==> src/pkg/fses_pkg.sv <==
/*
 * Constants and types for the flash status and erase suspend block.
 * Assumes a single 125 MHz system clock and synchronous bus strobes.
 */
package fses_pkg;
    // ------------------------------------------------------------
    // Status word bit positions
    // ------------------------------------------------------------
    localparam int SR_READY    = 7;  // Engine ready
    localparam int SR_ESUSP    = 6;  // Erase suspended
    localparam int SR_EERR     = 5;  // Erase error
    localparam int SR_PERR     = 4;  // Program error
    localparam int SR_SUPPLY   = 3;  // Supply low
    localparam int SR_PSUSP    = 2;  // Program suspended
    localparam int SR_LOCK     = 1;  // Locked sector abort
    localparam int SR_PLANE    = 0;  // Other plane busy

    // ------------------------------------------------------------
    // Widths and reset values
    // ------------------------------------------------------------
    localparam int PLANE_W = 5;                          // Thirty-two planes
    localparam int SECT_W  = 9;                          // Sector index width
    localparam logic [7:0]  STATUS_RST = 8'h80;          // Ready, no errors
    localparam logic [7:0]  UPPER_ZERO = 8'h00;          // Upper data byte on status read

    // ------------------------------------------------------------
    // Command codes on the low data byte
    // ------------------------------------------------------------
    localparam logic [7:0] CMD_READ      = 8'hff;
    localparam logic [7:0] CMD_RDSTAT    = 8'h70;
    localparam logic [7:0] CMD_CLRSTAT   = 8'h50;
    localparam logic [7:0] CMD_IDENT     = 8'h90;
    localparam logic [7:0] CMD_PROG      = 8'h40;
    localparam logic [7:0] CMD_ERASE     = 8'h20;
    localparam logic [7:0] CMD_PERASE    = 8'h80;
    localparam logic [7:0] CMD_CERASE    = 8'h30;
    localparam logic [7:0] CMD_SUSPEND   = 8'hb0;
    localparam logic [7:0] CMD_RESUME    = 8'hd0;
    localparam logic [7:0] CMD_LOCK      = 8'h60;

    // ------------------------------------------------------------
    // Timing
    // ------------------------------------------------------------
    localparam int CLK_MHZ         = 125;
    localparam int SUSP_MAX_US     = 15;                         // Longest suspend latency
    localparam int SUSP_MAX_CYC    = SUSP_MAX_US * CLK_MHZ;      // Exact product, 1875 cycles
    localparam int SUSP_LAT_CYC    = 64;                         // Actual drain time
    localparam logic [10:0] SUSP_LAT = 11'(SUSP_LAT_CYC);

    // ------------------------------------------------------------
    // Engine states
    // ------------------------------------------------------------
    typedef enum logic [4:0] {
        ST_IDLE    = 5'b00001,  // Ready
        ST_BUSY    = 5'b00010,  // Program or erase running
        ST_DRAIN   = 5'b00100,  // Erase halting after suspend
        ST_ESUSP   = 5'b01000,  // Erase suspended
        ST_PSUSP   = 5'b10000   // Program suspended
    } fses_state_t;

    typedef enum logic [1:0] {
        OP_PROG  = 2'd0,
        OP_SERA  = 2'd1,
        OP_PERA  = 2'd2,
        OP_CERA  = 2'd3
    } fses_op_t;
endpackage

==> src/design/fses_status_engine.sv <==
/*
 * Write engine status word and erase suspend/resume sequencer.
 * Assumes bus writes arrive as one-cycle strobes synchronous to sys_clk,
 * and that the array core reports completion, verify failures and
 * the supply level on plain inputs.
 */
`timescale 1ns/1ps
// Functional notes
// - Ready means no plane program or erase
// - Busy, plane bit zero: addressed plane busy
// - Busy, plane bit one: other plane busy
// - Suspend bits show suspended erase/program
// - Program bit set on program failure
// - Low supply sets bit, aborts operation
// - Program suspend bit one while suspended
// - Locked sector op aborts, sets lock bit
// - Sequence error sets bits 1,3,4,5
// - Suspend ignored during full-chip erase
// - Suspended within 15 microseconds
// - Suspended plane allows reads, other programs
// - Suspend accepted at any address
// - No new erase while erase suspended
// - Only listed commands accepted while suspended
// - Status read: upper byte zero
// - Error bits held until clear status
module fses_status_engine
    import fses_pkg::*;
(
    input  wire logic                 sys_clk,       // 125 MHz clock
    input  wire logic                 rst_n,         // Async reset, active low
    input  wire logic                 bus_wr,        // One-cycle write strobe
    input  wire logic [15:0]          bus_wdata,     // Write data
    input  wire logic [fses_pkg::PLANE_W-1:0] bus_plane, // Addressed plane
    input  wire logic [fses_pkg::SECT_W-1:0]  bus_sector,// Addressed sector
    input  wire logic                 bus_rd,        // One-cycle status read strobe
    input  wire logic                 sector_locked, // Addressed sector protected
    input  wire logic                 supply_ok,     // Program supply acceptable
    input  wire logic                 op_done,       // Core finished operation
    input  wire logic                 op_fail,       // Core verify failed
    output logic [15:0]               bus_rdata,     // Latched status read data
    output logic                      status_mode,   // Reads return status
    output logic                      start_op,      // Pulse to core: begin op
    output logic [1:0]                start_kind,    // Operation kind
    output logic                      core_hold,     // Core must freeze
    output logic [7:0]                device_status_word // Live status word
);
    // ------------------------------------------------------------
    // State and registers
    // ------------------------------------------------------------
    fses_state_t st_q, st_d;                    // Engine state
    fses_op_t    op_q;                          // Running operation
    logic [PLANE_W-1:0] plane_q;                // Plane of running op
    logic [PLANE_W-1:0] susp_plane_q;           // Plane of suspended erase
    logic [SECT_W-1:0]  susp_sect_q;            // Sector of suspended erase
    logic        esusp_q;                       // Erase held underneath program
    logic [7:0]  setup_q;                       // Pending first-cycle command
    logic        setup_v_q;                     // First cycle seen
    logic        eerr_q, perr_q, supp_q, lock_q; // Sticky error bits
    logic [10:0] drain_q;                       // Suspend latency counter
    logic        status_mode_q;                 // Read status selected
    logic [15:0] rdata_q;                       // Read data register
    logic        start_q;                       // Start pulse
    logic [1:0]  kind_q;                        // Start kind

    wire [7:0] cmd = bus_wdata[7:0];            // Command byte
    wire allowed;                               // Filter result

    // ------------------------------------------------------------
    // Command filter during suspend
    // ------------------------------------------------------------
    fses_cmd_filter u_filter (
        .cmd     (cmd),
        .esusp   (st_q == ST_ESUSP || esusp_q),
        .psusp   (st_q == ST_PSUSP),
        .allowed (allowed)
    );

    // ------------------------------------------------------------
    // Command decode
    // ------------------------------------------------------------
    // Second cycles carry data, so only first cycles are filtered
    wire wr_ok      = bus_wr && (allowed || setup_v_q);
    wire is_first   = wr_ok && !setup_v_q;
    wire is_second  = wr_ok && setup_v_q;
    wire engine_idle = (st_q == ST_IDLE) || (st_q == ST_ESUSP);
    wire erase_held = (st_q == ST_ESUSP) || esusp_q;
    // Suspend needs no address; full-chip erase ignores it
    wire do_susp    = is_first && cmd == CMD_SUSPEND && st_q == ST_BUSY
                   && op_q != OP_CERA;
    wire do_resume  = is_first && cmd == CMD_RESUME;
    wire e_resume   = do_resume && st_q == ST_ESUSP
                   && bus_plane == susp_plane_q;
    wire p_resume   = do_resume && st_q == ST_PSUSP;
    wire do_clear   = is_first && cmd == CMD_CLRSTAT;
    wire second_op  = is_second && (setup_q == CMD_PROG || setup_q == CMD_ERASE
                   || setup_q == CMD_PERASE || setup_q == CMD_CERASE);
    wire is_erase2  = setup_q != CMD_PROG;
    // Second cycle must confirm erases with the resume code
    wire bad_seq    = second_op && is_erase2 && cmd != CMD_RESUME;
    // Suspended erase blocks new erases; its own sector stays off limits
    wire blocked    = second_op && ((is_erase2 && erase_held)
                   || (erase_held && bus_sector == susp_sect_q));
    // Low supply and locks abort; after a supply error only a resume starts an op until clear
    wire go_op      = second_op && !bad_seq && !blocked && engine_idle && !supp_q;
    wire lock_abort = go_op && sector_locked;
    wire supp_abort = go_op && !sector_locked && !supply_ok;
    wire launch     = go_op && !sector_locked && supply_ok;
    wire busy_fail  = st_q == ST_BUSY && !supply_ok;
    wire finish     = st_q == ST_BUSY && op_done;
    wire drained    = st_q == ST_DRAIN && drain_q == 11'd0;

    fses_op_t new_op;
    assign new_op = (setup_q == CMD_PROG)   ? OP_PROG :
                    (setup_q == CMD_ERASE)  ? OP_SERA :
                    (setup_q == CMD_PERASE) ? OP_PERA : OP_CERA;

    // ------------------------------------------------------------
    // Next state
    // ------------------------------------------------------------
    always_comb begin
        st_d = st_q;
        unique case (st_q)
            ST_IDLE:  if (launch) st_d = ST_BUSY;
            ST_BUSY: begin
                if (busy_fail || finish) begin
                    st_d = esusp_q ? ST_ESUSP : ST_IDLE;           // Back to held erase
                end else if (do_susp) begin
                    st_d = (op_q == OP_PROG) ? ST_PSUSP : ST_DRAIN;
                end
            end
            ST_DRAIN: if (drained) st_d = ST_ESUSP;
            ST_ESUSP: begin
                if (e_resume) st_d = ST_BUSY;
                else if (launch) st_d = ST_BUSY;                   // Program in other sector
            end
            ST_PSUSP: if (p_resume) st_d = ST_BUSY;
            default:  st_d = ST_IDLE;
        endcase
    end

    // ------------------------------------------------------------
    // State, operation and suspend bookkeeping
    // ------------------------------------------------------------
    always_ff @(posedge sys_clk or negedge rst_n) begin
        if (!rst_n) begin
            st_q         <= ST_IDLE;
            op_q         <= OP_PROG;
            plane_q      <= '0;
            susp_plane_q <= '0;
            esusp_q      <= 1'b0;
            drain_q      <= '0;
        end else begin
            st_q <= st_d;
            if (launch) begin
                op_q    <= new_op;
                plane_q <= bus_plane;
            end
            if (do_susp && op_q != OP_PROG) begin
                susp_plane_q <= plane_q;
                drain_q      <= SUSP_LAT;
            end else if (st_q == ST_DRAIN && drain_q != 11'd0) begin
                drain_q <= drain_q - 11'd1;
            end
            if (launch && st_q == ST_ESUSP) begin
                esusp_q <= 1'b1;                                   // Erase parked below
            end else if (st_q == ST_BUSY && (busy_fail || finish)) begin
                esusp_q <= 1'b0;
            end
            if (e_resume) begin
                op_q    <= OP_SERA;
                plane_q <= susp_plane_q;
            end
        end
    end

    // Sector of the last sector erase launched
    always_ff @(posedge sys_clk or negedge rst_n) begin
        if (!rst_n) begin
            susp_sect_q <= '0;
        end else if (launch && new_op == OP_SERA) begin
            susp_sect_q <= bus_sector;
        end
    end

    // ------------------------------------------------------------
    // Two-cycle command tracking and read mode
    // ------------------------------------------------------------
    always_ff @(posedge sys_clk or negedge rst_n) begin
        if (!rst_n) begin
            setup_q       <= 8'h00;
            setup_v_q     <= 1'b0;
            status_mode_q <= 1'b0;
        end else if (wr_ok) begin
            setup_v_q <= !setup_v_q && (cmd == CMD_PROG || cmd == CMD_ERASE
                      || cmd == CMD_PERASE || cmd == CMD_CERASE || cmd == CMD_LOCK);
            setup_q   <= cmd;
            if (is_first) begin
                status_mode_q <= (cmd == CMD_RDSTAT) || (cmd == CMD_SUSPEND);
            end
            if (second_op) begin
                status_mode_q <= 1'b1;                             // Status follows op
            end
        end
    end

    // ------------------------------------------------------------
    // Sticky error bits, set wins over clear
    // ------------------------------------------------------------
    wire fail_now = finish && op_fail;
    always_ff @(posedge sys_clk or negedge rst_n) begin
        if (!rst_n) begin
            eerr_q <= 1'b0;
            perr_q <= 1'b0;
            supp_q <= 1'b0;
            lock_q <= 1'b0;
        end else begin
            // Only clear status drops them
            // Set terms
            eerr_q <= (fail_now && op_q != OP_PROG) || bad_seq || (eerr_q && !do_clear);
            perr_q <= (fail_now && op_q == OP_PROG) || bad_seq || (perr_q && !do_clear);
            supp_q <= supp_abort || busy_fail || bad_seq || (supp_q && !do_clear);
            lock_q <= lock_abort || bad_seq || (lock_q && !do_clear);
        end
    end

    // ------------------------------------------------------------
    // Status word assembly
    // ------------------------------------------------------------
    wire running = (st_q == ST_BUSY) || (st_q == ST_DRAIN);
    always_comb begin
        device_status_word            = 8'h00;
        device_status_word[SR_READY]  = !running;
        device_status_word[SR_ESUSP]  = erase_held;
        device_status_word[SR_EERR]   = eerr_q;
        device_status_word[SR_PERR]   = perr_q;
        device_status_word[SR_SUPPLY] = supp_q;
        device_status_word[SR_PSUSP]  = st_q == ST_PSUSP;
        device_status_word[SR_LOCK]   = lock_q;
        device_status_word[SR_PLANE]  = running && bus_plane != plane_q;
    end

    // ------------------------------------------------------------
    // Read data latch and core start pulse
    // ------------------------------------------------------------
    always_ff @(posedge sys_clk or negedge rst_n) begin
        if (!rst_n) begin
            rdata_q <= 16'h0000;
            start_q <= 1'b0;
            kind_q  <= 2'd0;
        end else begin
            if (bus_rd) begin
                rdata_q <= {UPPER_ZERO, device_status_word};
            end
            start_q <= launch || e_resume || p_resume;
            if (launch) begin
                kind_q <= new_op;
            end else if (e_resume) begin
                kind_q <= OP_SERA;
            end
        end
    end

    assign bus_rdata   = rdata_q;
    assign status_mode = status_mode_q;
    assign start_op    = start_q;
    assign start_kind  = kind_q;
    // A program beside a held erase must keep running
    assign core_hold   = (st_q == ST_ESUSP) || (st_q == ST_PSUSP)
                      || (st_q == ST_DRAIN);
endmodule

==> src/design/fses_cmd_filter.sv <==
/*
 * Command acceptance filter while an erase or a program is suspended.
 * Assumes the command byte is valid whenever a write strobe is seen.
 */
`timescale 1ns/1ps
module fses_cmd_filter
    import fses_pkg::*;
(
    input  wire logic [7:0] cmd,       // Command byte
    input  wire logic       esusp,     // Erase suspended
    input  wire logic       psusp,     // Program suspended
    output logic            allowed    // Command may proceed
);
    // ------------------------------------------------------------
    // Permitted set per suspend mode
    // ------------------------------------------------------------
    wire in_esusp_set = (cmd == CMD_READ) || (cmd == CMD_RDSTAT) || (cmd == CMD_IDENT)
                     || (cmd == CMD_CLRSTAT) || (cmd == CMD_PROG) || (cmd == CMD_SUSPEND)
                     || (cmd == CMD_RESUME) || (cmd == CMD_LOCK);
    wire in_psusp_set = (cmd == CMD_READ) || (cmd == CMD_RDSTAT) || (cmd == CMD_IDENT)
                     || (cmd == CMD_RESUME);

    assign allowed = psusp ? in_psusp_set : (esusp ? in_esusp_set : 1'b1);
endmodule

==> config.mk <==
export PLATFORM = sky130hd
export DESIGN_NAME = fses_status_engine
export DESIGN_NICKNAME = d
export VERILOG_FILES = /design/src/pkg/fses_pkg.sv /design/src/design/fses_status_engine.sv /design/src/design/fses_cmd_filter.sv
export SDC_FILE = /design/constraint.sdc
export NUM_CORES = 1
export LEC_CHECK = 0
export BUFFER_PORTS_ARGS = -buffer_cell sky130_fd_sc_hd__buf_4
export CAP_MARGIN = 20
export CORE_ASPECT_RATIO = 2
export CORE_MARGIN = 1.5
export CORE_UTILIZATION = 35
export DETAILED_ROUTE_END_ITERATION = 16
export PLACE_DENSITY_LB_ADDON = 0.08
export SYNTH_ARGS = -nofsm -noshare
export SYNTH_HDL_FRONTEND = slang
export SYNTH_HIERARCHICAL = 1
export SYNTH_SLANG_ARGS = --single-unit
==> constraint.sdc <==
create_clock -name sys_clk -period 2.73 [get_ports sys_clk]
set_input_delay 0.273 -clock sys_clk [delete_from_list [all_inputs] [get_ports sys_clk]]
set_output_delay 0.273 -clock sys_clk [all_outputs]
set_load 0.005 [all_outputs]
# Yosys cells after proc, flatten, opt, wreduce, memory -nomap -nowiden
# Index checks and enable logic that the tools add are counted.
[word_totals] inputBits=38 register_bits=63 output_inout_bits=29
[classes] n_mux=26 add_sub_neg=1 n_reduce_logical=95 eq_ne=30
[ops] cell="$eq A8 B8 Y1 const B" n=6
[ops] cell="$mux W5" n=9
[ops] cell="$logic_and A1 B1 Y1" n=42
[ops] cell="$eq A8 B7 Y1 const B" n=5
[ops] cell="$logic_or A1 B1 Y1" n=35
[ops] cell="$eq A8 B6 Y1 const B" n=4
[ops] cell="$pmux W5 S5" n=1
[ops] cell="$mux W11" n=2
[ops] cell="$mux W2" n=6
[ops] cell="$logic_not A11 Y1" n=1
[ops] cell="$reduce_bool A11 Y1" n=1
[ops] cell="$sub A11 B1 Y11 const B" n=1
[ops] cell="$reduce_bool A2 Y1" n=5
[ops] cell="$eq A9 B9 Y1" n=1
[ops] cell="$logic_not A1 Y1" n=8
[ops] cell="$ne A8 B7 Y1 const B" n=1
[ops] cell="$ne A8 B8 Y1 const B" n=1
[ops] cell="$mux W1" n=7
[ops] cell="$ne A2 B2 Y1 const B" n=3
[ops] cell="$eq A5 B1 Y1 const B" n=1
[ops] cell="$eq A5 B2 Y1 const B" n=1
[ops] cell="$eq A5 B3 Y1 const B" n=1
[ops] cell="$eq A5 B4 Y1 const B" n=1
[ops] cell="$eq A5 B5 Y1" n=1
[ops] cell="8 further kinds" n=8

# Logic depth before layout (Yosys ltp)
[depth] depth_word=26 depth_mapped=13 depth_no_buf=12

# By module
# The synthesis kept the hierarchy.
[modules_own_cells] mod="fses_status_engine" n_inst=1 cells_per_inst=304 area_per_inst_um2=3304.4 seq_area_each_um2=1577.8
[modules_own_cells] mod="fses_cmd_filter" n_inst=1 cells_per_inst=10 area_per_inst_um2=75.1 seq_area_each_um2=0.0

# Least setup slack after synthesis
# Ideal clock, no wire load.
[synth_path] path_type="register to register" start="reg st_q[3]" end="reg plane_q[0]" synth_period_minus_slack_ps=2790 n_path_buf=1 path_slack_ps=-60 arrival_ps=2665 setup_time_ps=125 stages_incl_launch_ff=14 path_cell_list="dfrtp_1 buf_2 nor2_1 nand2_1 nor3_1 o21a_2 o211ai_2 a21o_1 nand3b_1 nor4_4 nand4_1 or2_1 a21boi_4 mux2_4"
[synth_rtl] item="from (decl)" line="fses_status_engine.sv:50" text="fses_state_t st_q, st_d;"
[synth_rtl] item="from (signal assigned)" line="fses_status_engine.sv:153" text="st_q <= st_d;"
[synth_rtl] item="$eq A5 B5 Y1 (*)"
[synth_rtl] item="net device_status_word[2]" line="fses_status_engine.sv:45" text="output logic [7:0] device_status_word"
[synth_rtl] item="$mux W1 (*)" line="fses_cmd_filter.sv:23" text="assign allowed = psusp ? in_psusp_set : (esusp ? in_esusp_set : 1'b1);"
[synth_rtl] item="net allowed" line="fses_status_engine.sv:66" text="wire allowed;"
[synth_rtl] item="$logic_or A1 B1 Y1 (*)" line="fses_status_engine.sv:82" text="wire wr_ok = bus_wr && (allowed || setup_v_q);"
[synth_rtl] item="$logic_and A1 B1 Y1 (*)" line="fses_status_engine.sv:82"
[synth_rtl] item="$logic_and A1 B1 Y1" line="fses_status_engine.sv:84" text="wire is_second = wr_ok && setup_v_q;"
[synth_rtl] item="$logic_and A1 B1 Y1" line="fses_status_engine.sv:95" text="wire second_op = is_second && (setup_q == CMD_PROG || setup_q == CMD_ERASE"
[synth_rtl] item="$logic_and A1 B1 Y1 (2 in a row)" line="fses_status_engine.sv:99" text="wire bad_seq = second_op && is_erase2 && cmd != CMD_RESUME;"
[synth_rtl] item="$logic_not A1 Y1" line="fses_status_engine.sv:104" text="wire go_op = second_op && !bad_seq && !blocked && engine_idle && !supp_q;"
[synth_rtl] item="$logic_and A1 B1 Y1 (4 in a row)" line="fses_status_engine.sv:104"
[synth_rtl] item="$logic_and A1 B1 Y1 (2 in a row)" line="fses_status_engine.sv:107" text="wire launch = go_op && !sector_locked && supply_ok;"
[synth_rtl] item="$reduce_bool A2 Y1 (no source line)"
[synth_rtl] item="to (signal assigned)" line="fses_status_engine.sv:156" text="plane_q <= bus_plane;"
[synth_rtl] item="to (signal assigned)" line="fses_status_engine.sv:171" text="plane_q <= susp_plane_q;"
[synth_rtl] item="to (decl)" line="fses_status_engine.sv:52" text="logic [PLANE_W-1:0] plane_q;"
# Mark *: on every way through the listed nets, which the timed path passes. The rest lies on a longest branch.
# A chain may end at the register's enable or synchronous reset.

# Final worst setup path
[layout_path] start="reg st_q[0]" end="reg st_q[3]"
[layout_between] elab_chain_len=20
[layout_lines] item="$eq A5 B4 Y1" line="fses_status_engine.sv:73" text=".esusp (st_q == ST_ESUSP || esusp_q),"
[layout_lines] item="$logic_or A1 B1 Y1" line="fses_status_engine.sv:73"
[layout_lines] item="$mux W1" line="fses_cmd_filter.sv:23"
[layout_lines] item="$mux W1 (*)" line="fses_cmd_filter.sv:23"
[layout_lines] item="net allowed" line="fses_status_engine.sv:66"
[layout_lines] item="$logic_or A1 B1 Y1 (*)" line="fses_status_engine.sv:82"
[layout_lines] item="$logic_and A1 B1 Y1 (*)" line="fses_status_engine.sv:82"
[layout_lines] item="$logic_and A1 B1 Y1" line="fses_status_engine.sv:84"
[layout_lines] item="$logic_and A1 B1 Y1" line="fses_status_engine.sv:95"
[layout_lines] item="$logic_and A1 B1 Y1 (2 in a row)" line="fses_status_engine.sv:99"
[layout_lines] item="$logic_not A1 Y1" line="fses_status_engine.sv:104"
[layout_lines] item="$logic_and A1 B1 Y1 (4 in a row)" line="fses_status_engine.sv:104"
[layout_lines] item="$logic_and A1 B1 Y1 (2 in a row)" line="fses_status_engine.sv:107"
[layout_lines] item="$mux W5"
[layout_lines] item="$mux W5" line="fses_status_engine.sv:133" text="if (e_resume) st_d = ST_BUSY;"
[layout_lines] item="$pmux W5 S5" line="fses_status_engine.sv:122" text="unique case (st_q)"
# Marked as above.

==> metrics.md <==
| Metric | Value |
|---|---|
| Outcome | `finished, violations left` |
| Failing checks | `setup timing` |
| Gr usage total | `17.93%` |
| PD cells | `513.2 nW/um^2` |
| Mapped Cells | `314` |
| Die height | `142.0 um` |
| Crit Path Class | `flip-flop to flip-flop` |
| IR drop worst, VDD | `0.5322 mV` |
| Yosys cell types | `58` |
| Worst path top cell family by delay | `simple AND/OR/NAND/NOR gates` |
| Cts hold-fix bufs | `0` |
| H-tree levels | `3` |
| Part of the power in registers | `42.5%` |
| CP most frequent cell | `buf_4` |
| Worst-skew pair later-pin latency | `0.33 ns` |
| Share of the yosys chip area belonging to registers | `46.69%` |
| Vias per cell | `5.216` |
| Die area | `10,290 um^2` |
| Io pins | `67` |
| Initial DRC Count | `124` |
| Synth Warn # | `6` |
| Skew final | `0.005509 ns` |
| Setup violations, final | `3` |
| Longest Clk Path Bufs | `2` |
| First-pass GRT wire length | `13,680 um` |
| Clock network power share | `50.1%` |
| Post-Route WL | `8665 um` |
| Final std cells w/o fill | `513` |
| Static Leakage | `2.109 nW` |
| Tcrit/Tclk final | `100.2%` |
| Maxcap violations | `0` |
| Slew Viols, Final | `0` |
| # diodes | `0` |
| Chip width | `72.48 um` |
| Critical Path Fanout Max | `4` |
| Peak Freq | `365.4 MHz` |
| Final setup margin | `-0.006581 ns` |
| Layout Nets | `444` |
| Sink Count | `63` |
| Clock transition at path regs | `0.05 ns` |
| Unrepaired setup endpoints after global routing | `yes` |
| Vias in the first global route | `2,760` |
| Yosys reg bits | `63` |
| Syn_area_per_cell | `10.76 um^2` |
| Remaining antenna violation count | `0` |
| Initial antenna violation count | `0` |
| Fraction of layout cells with a size suffix above 1 | `39.85%` |
| Buffers on Ports | `50` |
| Maximum number of pins on one net before global-route repair | `64` |
| Synth cell count leaders | `dfrtp_1, mux2_2, nor2_1, nand2_1, xnor2_1` |
| EDFF count, synth | `0` |
| Combinational cell fraction of total power | `7.4%` |
| P&R area growth vs syn | `31.95%` |
| CORE AREA | `9384 um^2` |
| Ys flop type | `dfrtp_1` |
| CP startpoint kind | `flip-flop` |
| Slew Limit Headroom | `44.66%` |
| CP arrival | `2.92 ns` |
| Routability congestion estimate from global placement | `0.8174` |
| Buf/Inv on CP | `5` |
| Final core occ | `47.52%` |
| Switch Pwr | `0.0005036 W` |
| Synth async-reset ratio | `100.0%` |
| Hold Crit Class | `primary input to asynchronous set/reset pin` |
| Total CTS buffers | `9` |
| Cell with the most instances after synthesis | `dfrtp_1` |
| Initial Util | `36.01%` |
| Slowest CP cell | `dfstp_2` |
| CTS tree | `built` |
| Worst setup EP type | `flip-flop` |
| Worst path cell trace | `nor3_2, or3b_1, o211ai_2, a21o_1, nand3b_1, nor4_4, nand4_1, buf_4, buf_4, buf_4, buf_4, buf_4, nand2_1, o22ai_1` |
| Min Tclk post-route | `2.737 ns` |
| Root buffer cell | `clkbuf_16` |
| Final count of hold timing violations | `0` |
| Final HPWL DP | `6347 um` |
| P_int | `0.001785 W` |
| Vias | `2,676` |
| Max incr delay on CP | `0.55 ns` |
| Grt total ovfl | `0` |
| Sw frac | `22.00%` |
| # DRC | `0` |
| Post-Syn Area | `3379 um^2` |
| Placed insts | `481` |
| 1st-pass router iterations | `4` |
| Largest area contributor in the netlist | `dfrtp_1` |
| Critical Path RT | `2.91 ns` |
| Top cell type's share of synthesized area | `45.91%` |
| Post-DR wirelength/cell | `16.89 um` |
| Synth top area cells | `dfrtp_1, mux2_2, xnor2_1` |
| Row count | `50` |
| Pin slew with the least headroom to its limit | `0.8301 ns` |
-- path summary, 6_finish.rpt --
kind	startpoint	to	slack, ns	depth (start not counted)
setup / recovery	st_q[0]	st_q[3]	-0.007	14
hold / removal	rst_n	plane_q[0]	0.01	1
setup reg to reg	st_q[0]	st_q[3]	-0.007	14
hold reg to reg	status_mode	status_mode	0.49	1
max in group asynchronous	rst_n	susp_sect_q[8]	2.14	1
min in group sys_clk	supply_ok	supp_q	0.14	2
-- metal layers --
layer  up-vias  GRT usage [%]  share of wire (%)  wire [um]
li1       1285              -                  -          -
met1      1313          18.19                 36       3094
met2        55          32.94                 57       4909
met3        23          3.187                2.6        229
met4         0          10.82                5.0        431
met5         -              0                  0          0
-- sequential cells by signal, indices dropped and copies added (netlist names) --
name,flops
bus_rdata,8
op_q,2
supp_q,1
esusp_q,1
eerr_q,1
st_q,5
start_op,1
setup_q,8
drain_q,11
susp_plane_q,5
lock_q,1
status_mode,1
perr_q,1
susp_sect_q,9
start_kind,2
plane_q,5
setup_v_q,1
-- metrics by stage --
| stage | setup WS (ns) | setup TNS [ns] | total power, W | hold slack [ns] | cell area (um^2) |
|---|---|---|---|---|---|
| floorplan | 0.03301 | 0 | 0.001065 | -0.02259 | 3417 |
| global placement | 0.03753 | 0 | 0.001157 | 0.4404 | 3985 |
| detailed placement | -0.05154 | -0.2405 | 0.001159 | 0.4332 | 3985 |
| CTS | -0.0004614 | -0.0004614 | 0.002324 | 0.08037 | 4343 |
| global route | -0.1541 | -2.244 | 0.002385 | 0.1299 | 4459 |
| finish | -0.006581 | -0.01087 | 0.002289 | 0.01491 | 4459 |
-- what timing repair did --
action,4_1_cts,5_1_grt
setup buffers,8,7
cloned,0,2
resized for setup,0,7
endpoints found under the setup margin,10,28
pin swaps,6,8
-- power by group through the flow --
stage | clock network [W] | logic [W] | registers, W
floorplan | 0 | 0.0000805 | 0.000984
global placement | 0 | 0.000170 | 0.000988
detailed placement | 0 | 0.000170 | 0.000989
CTS | 0.00118 | 0.000171 | 0.000972
global route | 0.00122 | 0.000190 | 0.000974
finish | 0.00115 | 0.000169 | 0.000972
-- final cells by class --
type	count	area, um^2
Fill cell	885	4925
Clock buffer	11	252.7
Multi-Input combinational cell	226	1689
Timing Repair Buffer	93	719.4
Sequential cell	63	1578
Inverter	12	45.04
Tap cell	104	130.1
Clock inverter	4	45.04
-- cell families (layout without fill, tap and decap cells) --
family	count (synthesis)	in the layout	synth area share, %
and+or+nand+nor	105	105	17.70
xor gates and xnor gates	29	29	7.516
muxes	33	33	11.51
other	1	8	0.1110
DFF	63	63	46.69
buffers and inverters	33	120	5.479
adders and majority gates	1	1	0.3702
AOI/OAI and AO/OA	49	50	10.63
-- placed cells by master (no fill, tap or decap), drive strengths merged, types with 3 or more instances in the layout --
| master | count |
|---|---|
| a31oi | 4 |
| nor3 | 14 |
| dfrtp | 62 |
| inv | 12 |
| xnor2 | 19 |
| clkinv | 3 |
| nor4b | 3 |
| conb | 8 |
| nor4 | 6 |
| clkbuf | 11 |
| nand2b | 5 |
| nand4 | 7 |
| nor2 | 25 |
| buf | 93 |
| a21oi | 12 |
| or3 | 5 |
| nand3 | 6 |
| o21ai | 12 |
| o22ai | 4 |
| and3 | 3 |
| mux2 | 32 |
| xor2 | 10 |
| nand2 | 20 |
No activity file was read; power rests on OpenSTA's default activity.
